--- src/mpu_reset_supervisor_pkg.sv ---
package mpu_reset_supervisor_pkg;

  // ---------------------------------------------------------------------
  // Timing
  // ---------------------------------------------------------------------
  localparam int unsigned CLK_HZ = 200_000_000;
  localparam int unsigned PRESCALE_HZ = 1_000;
  // Prescaler divides the local clock down to a 1 ms tick.
  localparam int unsigned PRESCALE_CYCLES = CLK_HZ / PRESCALE_HZ;
  localparam int unsigned PRESCALE_W = 18;
  localparam int unsigned WATCHDOG_MS = 600;
  localparam int unsigned POWERUP_MS = 250;
  localparam int unsigned OVERRIDE_MS = 250;
  localparam int unsigned MS_W = 10;

  // ---------------------------------------------------------------------
  // Supervisor states
  // ---------------------------------------------------------------------
  typedef enum logic [2:0] {
    ST_POWERUP = 3'h1,
    ST_RUN = 3'h2,
    ST_HOLD = 3'h4
  } sup_state_t;

endpackage : mpu_reset_supervisor_pkg

--- src/ms_prescaler.sv ---
`timescale 1ns/1ps
// Free-running divider that emits a one-cycle tick every DIV cycles.
// A clear restarts the count so a new interval starts aligned.
module ms_prescaler #(
  parameter int unsigned DIV = 200_000,
  parameter int unsigned W = 18
) (
  // Clock and reset
  input wire logic sys_clk,
  input wire logic arst_n,
  // Control
  input wire logic clear,
  output logic tick
);

  logic [W-1:0] count;
  logic [W-1:0] next_count;
  logic next_tick;

  always_comb begin
    next_count = count + W'(1);
    next_tick = 1'b0;
    if (clear) begin
      next_count = '0;
    end else if (count == W'(DIV - 1)) begin
      next_count = '0;
      next_tick = 1'b1;
    end
  end

  always_ff @(posedge sys_clk or negedge arst_n) begin
    if (!arst_n) begin
      count <= '0;
      tick <= 1'b0;
    end else begin
      count <= next_count;
      tick <= next_tick;
    end
  end

endmodule : ms_prescaler

--- src/mpu_reset_supervisor.sv ---
`timescale 1ns/1ps
module mpu_reset_supervisor #(
  parameter int unsigned PRESCALE_CYCLES =
    mpu_reset_supervisor_pkg::PRESCALE_CYCLES,
  parameter int unsigned WATCHDOG_MS = mpu_reset_supervisor_pkg::WATCHDOG_MS,
  parameter int unsigned POWERUP_MS = mpu_reset_supervisor_pkg::POWERUP_MS,
  parameter int unsigned OVERRIDE_MS = mpu_reset_supervisor_pkg::OVERRIDE_MS
) (
  // Clock and reset
  input wire logic sys_clk,
  input wire logic arst_n,
  // Processor side
  input wire logic slow_peripheral_clock,
  input wire logic kickWrite,
  // Supply monitor and mailbox
  input wire logic powerFail,
  input wire logic mailboxReset,
  // Outputs to the processor
  output logic mpuReset_n,
  output logic mpuHalt_n,
  output logic kickArmed
);

  localparam int unsigned W = mpu_reset_supervisor_pkg::MS_W;

  // ---------------------------------------------------------------------
  // Input synchronisers
  // ---------------------------------------------------------------------
  logic [3:0] syncA;
  logic [3:0] syncB;
  logic eclkPrev;
  logic eclkRise;
  logic kickSeen;
  logic mboxPrev;
  logic mboxRise;
  logic pfail;

  always_ff @(posedge sys_clk or negedge arst_n) begin
    if (!arst_n) begin
      syncA <= 4'h0;
      syncB <= 4'h0;
      eclkPrev <= 1'b0;
      mboxPrev <= 1'b0;
    end else begin
      syncA <= {slow_peripheral_clock, kickWrite, powerFail, mailboxReset};
      syncB <= syncA;
      eclkPrev <= syncB[3];
      mboxPrev <= syncB[0];
    end
  end

  assign eclkRise = syncB[3] & ~eclkPrev;
  assign kickSeen = syncB[2];
  assign pfail = syncB[1];
  assign mboxRise = syncB[0] & ~mboxPrev;

  // ---------------------------------------------------------------------
  // Millisecond prescaler
  // ---------------------------------------------------------------------
  logic msTick;
  logic clearPre;

  ms_prescaler #(
    .DIV(PRESCALE_CYCLES),
    .W(mpu_reset_supervisor_pkg::PRESCALE_W)
  ) u_pre (
    .sys_clk(sys_clk),
    .arst_n(arst_n),
    .clear(clearPre),
    .tick(msTick)
  );

  // ---------------------------------------------------------------------
  // Supervisor state
  // ---------------------------------------------------------------------
  mpu_reset_supervisor_pkg::sup_state_t state;
  mpu_reset_supervisor_pkg::sup_state_t next_state;
  logic [W-1:0] msCount;
  logic [W-1:0] next_msCount;
  logic next_kickArmed;
  logic next_resetOut;
  logic stimulus;
  logic holdTrigger;

  always_comb begin
    next_state = state;
    next_msCount = msCount;
    next_kickArmed = kickArmed;
    clearPre = 1'b0;
    stimulus = kickSeen | (eclkRise & ~kickArmed);
    holdTrigger = mboxRise | pfail;
    case (state)
      mpu_reset_supervisor_pkg::ST_POWERUP: begin
        next_kickArmed = 1'b0;
        if (holdTrigger) begin
          next_msCount = '0;
          clearPre = 1'b1;
        end else if (msCount >= W'(POWERUP_MS)) begin
          next_state = mpu_reset_supervisor_pkg::ST_RUN;
          next_msCount = '0;
          clearPre = 1'b1;
        end else if (msTick) begin
          next_msCount = msCount + W'(1);
        end
      end
      mpu_reset_supervisor_pkg::ST_RUN: begin
        if (kickSeen) begin
          next_kickArmed = 1'b1;
        end
        if (holdTrigger) begin
          next_state = mpu_reset_supervisor_pkg::ST_HOLD;
          next_msCount = '0;
          clearPre = 1'b1;
        end else if (stimulus) begin
          next_msCount = '0;
          clearPre = 1'b1;
        end else if (msCount >= W'(WATCHDOG_MS)) begin
          next_state = mpu_reset_supervisor_pkg::ST_HOLD;
          next_msCount = '0;
          clearPre = 1'b1;
        end else if (msTick) begin
          next_msCount = msCount + W'(1);
        end
      end
      mpu_reset_supervisor_pkg::ST_HOLD: begin
        next_kickArmed = 1'b0;
        if (holdTrigger) begin
          next_msCount = '0;
          clearPre = 1'b1;
        end else if (msCount >= W'(OVERRIDE_MS)) begin
          next_state = mpu_reset_supervisor_pkg::ST_RUN;
          next_msCount = '0;
          clearPre = 1'b1;
        end else if (msTick) begin
          next_msCount = msCount + W'(1);
        end
      end
      default: begin
        next_state = mpu_reset_supervisor_pkg::ST_POWERUP;
        next_msCount = '0;
      end
    endcase
    next_resetOut = (next_state != mpu_reset_supervisor_pkg::ST_RUN);
  end

  always_ff @(posedge sys_clk or negedge arst_n) begin
    if (!arst_n) begin
      state <= mpu_reset_supervisor_pkg::ST_POWERUP;
      msCount <= '0;
      kickArmed <= 1'b0;
      mpuReset_n <= 1'b0;
      mpuHalt_n <= 1'b0;
    end else begin
      state <= next_state;
      msCount <= next_msCount;
      kickArmed <= next_kickArmed;
      mpuReset_n <= ~next_resetOut;
      mpuHalt_n <= ~next_resetOut;
    end
  end
endmodule : mpu_reset_supervisor

--- config.mk ---
export PLATFORM = sky130hd
export DESIGN_NAME = mpu_reset_supervisor
export DESIGN_NICKNAME = d
export VERILOG_FILES = /design/src/mpu_reset_supervisor_pkg.sv /design/src/ms_prescaler.sv /design/src/mpu_reset_supervisor.sv
export SDC_FILE = /design/constraint.sdc
export NUM_CORES = 1
export LEC_CHECK = 0
export BUFFER_PORTS_ARGS = -buffer_cell sky130_fd_sc_hd__buf_2
export CAP_MARGIN = 20
export CORE_ASPECT_RATIO = 2
export CORE_MARGIN = 2
export CORE_UTILIZATION = 35
export CTS_CLUSTER_SIZE = 20
export DETAILED_ROUTE_END_ITERATION = 8
export PLACE_DENSITY = 0.55
export SETUP_SLACK_MARGIN = 0.5
export SLEW_MARGIN = 10
export SYNTH_ARGS = -nofsm -noshare
export SYNTH_HDL_FRONTEND = slang
export SYNTH_SLANG_ARGS = --single-unit
--- constraint.sdc ---
create_clock -name sys_clk -period 2.1 [get_ports sys_clk]
set_input_delay 0.42 -clock sys_clk [delete_from_list [all_inputs] [get_ports sys_clk]]
set_output_delay 0.42 -clock sys_clk [all_outputs]
set_load 0.03 [all_outputs]
==> summary.txt <==
Clocking
  • Worst-skew pair later-pin latency: roughly 0.28 ns
  • # hold bufs at CTS: 0
  • Clock transition at the registers of the reported paths: 0.06 ns
  • # clock sinks: 44
  • Clock H-tree levels: 2
  • TritonCTS clock tree: built
  • Clk root buf: clkbuf_16
  • TritonCTS Buffers: 5
  • CTS max path bufs: 2

Drt
  • Final wirelength: around 4.8 mm
  • Antenna Nets Post-Route: 0
  • Post-DR vias/cell: roughly 5.2
  • Number of DRC markers in iteration 0: 96
  • Total number of vias: 1627
  • Routed WL per cell: roughly 15 um
  • Pre-Repair DR Iteration Count: 4
  • DRC violations left: 0

Global routing
  • First-pass GRT wire length: ~8.4 mm
  • Remaining Overflow, GRT: 0
  • Largest net degree at the start of global routing: 45
  • Initial antenna violation count: 0
  • Total Routing Usage GR: 15.7%
  • Vias in the first global route: approximately 1700

Finish
  • Synth-to-Final Area Change: 24.6%
  • Filler cells: about 570
  • Finished Layout Cells: 310
  • Layout cells sized above 1: between 30% and 40%
  • Area of the multi-input gates: between 1000 and 1500 um^2
  • Nets: approximately 230
  • Final core occ: 44.6%
  • ANT cells: 0
  • Register area: about 1100 um^2

Floorplan
  • I/O pin cnt: 9
  • Die area: 7050 um^2
  • Initial Util: a little over a third
  • Core Area: ~6200 um^2
  • Die height: 117 um
  • Die Wd: roughly 60 um
  • Row count: 41

Power and ir drop
  • Sw Share: approximately a fifth
  • PnR Total Power: roughly 1.8 mW
  • Sequential share of power: 47.5%
  • Leakage: 1.03 nW
  • Worst vdd ir: about 0.45 mV
  • P_sw: 387 uW
  • Internal power: roughly 1.4 mW
  • Power per cell area: approximately 660 nW/um^2
  • Clock network power share: between 40% and 50%
  • Logic pwr share: under 10%

Yosys
  • Yosys top cell by area: dfrtp_1
  • Synth top area cells: dfrtp_1 (48%), xnor2_1 (5.9%), nor3_2 (4.5%)
  • Top cells by count, synth: dfrtp_1 (43), nor3_1 (18), xnor2_1 (15)
  • YS warnings: 0
  • Synth Instances: 200
  • Yosys cell types: 48
  • Syn Area/Cell: 11.1 um^2
  • Top-area cell type share of the netlist area: 48.4%
  • Register bit total from synthesis: 44
  • Syn_nets: 209
  • Seq/Total Area, Yosys: around 50%
  • Post-synth top flop: dfrtp_1
  • Mapped cell area: between 2000 and 2500 um^2
  • Post-synth EDFFs: 0
  • Most common cell in the netlist: dfrtp_1
  • Async SR Flop Fraction: 100%

STA
  • Final Hold Viols: 0
  • Setup TNS: 0 ns
  • Final Skew: 0.00484 ns
  • Number of setup violations in the final report: 0
  • Tcrit/Tclk final: approximately nine tenths
  • Fin crit period: ~1.9 ns
  • Final Max Slew Viols: 0
  • Worst hold slack: around 0.1 ns
  • RSZ-0062 raised after global routing: yes
  • Rel. slew slack: between 40% and 50%
  • Worst-Margin Slew: between 0.7 and 0.8 ns
  • Fmax: about 530 MHz

Critical path
  • CP peak stage delay: roughly 0.47 ns
  • CP max stage cell: a2111o_1
  • FF-to-FF Start: msCount[3]$_DFF_PN0_
  • Crit path cell chain: a2111o_1, a221oi_4, buf_12, o32ai_4, nor4b_2
  • CP required: roughly 2.3 ns
  • Flop2flop setup slack: about 0.21 ns
  • Crit Path Max Fanout: 5
  • Crit Path Class: reg2reg
  • Top delay family on crit path: compound AO/OA/AOI/OAI gates
  • R2r worst-path depth: 5
  • CP endpoint kind: flop
  • CP Data Arrival Time: approximately 2.1 ns
  • CP bufs+invs: 1
  • Reg2reg end: u_pre.tick$_DFF_PN0_
  • Startpoint type of the worst setup path: flop

Place
  • GP Congestion: ~0.8
  • Post-DP HPWL: roughly 2.9 mm
  • # placed instances: slightly below 300
  • Port Buffers: 8

Worst hold path
  • Hold Crit Class: in2async

Flow run
  • # Max-Cap Violations: 0

Outcome
  • Outcome: complete, no violations
-- cell usage in the layout, fill, tap and decap left out, types with 2 or more instances in the layout --
cell type  instances
ha_1               2
o21ai_0            3
nand4_1            6
nor2_1             9
a21oi_1            5
nor4_1             5
a211oi_2           3
nor3_4             4
buf_2              8
buf_4              9
buf_12             2
inv_1             11
nand3_1           10
clkbuf_16          5
xnor2_1           15
nand2b_1           2
dfrtp_2            3
o32ai_4            2
nand2_1            7
dfrtp_1           40
xor2_1             9
or3_1              3
nor3_2            16
o31ai_1            4
nor3_1             8
buf_6              2
-- metrics by stage --
step                worst slack [ns]  area, um^2
global placement               0.192        2380
global route                   0.141        2770
floorplan                      0.327        2230
CTS                            0.232        2740
finish                         0.208        2770
detailed placement             0.171        2380
-- logic make-up (layout without fill, tap and decap cells) --
logic type	Yosys count	after routing	synth area share, %
buffers and inverters	18	40	3.99
XOR/XNOR	24	24	9.45
AO/OA/AOI/OAI	29	31	11.6
flip-flops	44	44	49.6
AND/OR/NAND/NOR	81	81	23.3
multiplexers	1	1	0.450
adder cells (fa/ha/maj)	3	3	1.69
-- sequential cells by signal, summed over array words and instances (netlist names) --
| signal | flops |
|---|---|
| msCount | 10 |
| state | 3 |
| u_pre.tick | 1 |
| syncA | 4 |
| kickArmed | 1 |
| mpuHalt_n | 1 |
| eclkPrev | 1 |
| syncB | 4 |
| u_pre.count | 18 |
| mboxPrev | 1 |
-- worst register-to-register path, delay by kind of cell (launching register included) --
family | cells | cell delay (ns)
AOI/OAI and AO/OA | 3 | 0.94
DFF | 1 | 0.39
and+or+nand+nor | 1 | 0.30
buffers and inverters | 1 | 0.17
-- worst max path at each step --
| stage | start | endpoint | slack [ns] | cells after the start |
|---|---|---|---|---|
| 2_1_floorplan | msCount[4]$_DFF_PN0_ | u_pre.count[10]$_DFF_PN0_ | 0.33 | 5 |
| 3_3_place_gp | msCount[4]$_DFF_PN0_ | u_pre.tick$_DFF_PN0_ | 0.19 | 4 |
| 3_5_place_dp | msCount[4]$_DFF_PN0_ | u_pre.tick$_DFF_PN0_ | 0.17 | 4 |
| 4_1_cts | msCount[8]$_DFF_PN0_ | u_pre.tick$_DFF_PN0_ | 0.23 | 5 |
| 5_1_grt | msCount[3]$_DFF_PN0_ | u_pre.tick$_DFF_PN0_ | 0.14 | 5 |
| 6_report | msCount[3]$_DFF_PN0_ | u_pre.tick$_DFF_PN0_ | 0.21 | 5 |
-- what timing repair did --
item / 4_1_cts / 5_1_grt
buffers inserted: 7 / 0
pin swaps: 13 / 2
gates resized for setup: 18 / 7
endpoints found under the setup margin: 29 / 32
cloned: 2 / 0
-- power by group through the flow --
stage | combinational, mW | sequential, mW | clock [mW]
after floorplan | 0.0337 | 0.885 | 0
after global placement | 0.0634 | 0.886 | 0
after detailed placement | 0.0636 | 0.887 | 0
after CTS | 0.0809 | 0.873 | 0.900
after global routing | 0.0915 | 0.874 | 0.958
final | 0.0822 | 0.873 | 0.881
-- layout make-up --
type | instances | share of cell area, %
clock buffer | 5 | 4.51
clock inverter | 3 | 1.53
inverter | 11 | 1.49
multi-input combinational | 140 | 42.5
sequential | 44 | 39.9
tap | 86 | 3.88
timing repair buffer | 21 | 6.14
-- routing by layer --
layer	vias to the layer above	routed length [um]	track usage [%]	share of wire [%]
met5	-	0	0	0
met4	0	90	5.93	1.9
met3	9	176	3.43	3.7
met2	35	2420	24.7	51
met1	804	2070	20.9	43
li1	779	-	-	-
Note: power is estimated with default switching activity, not from simulation.
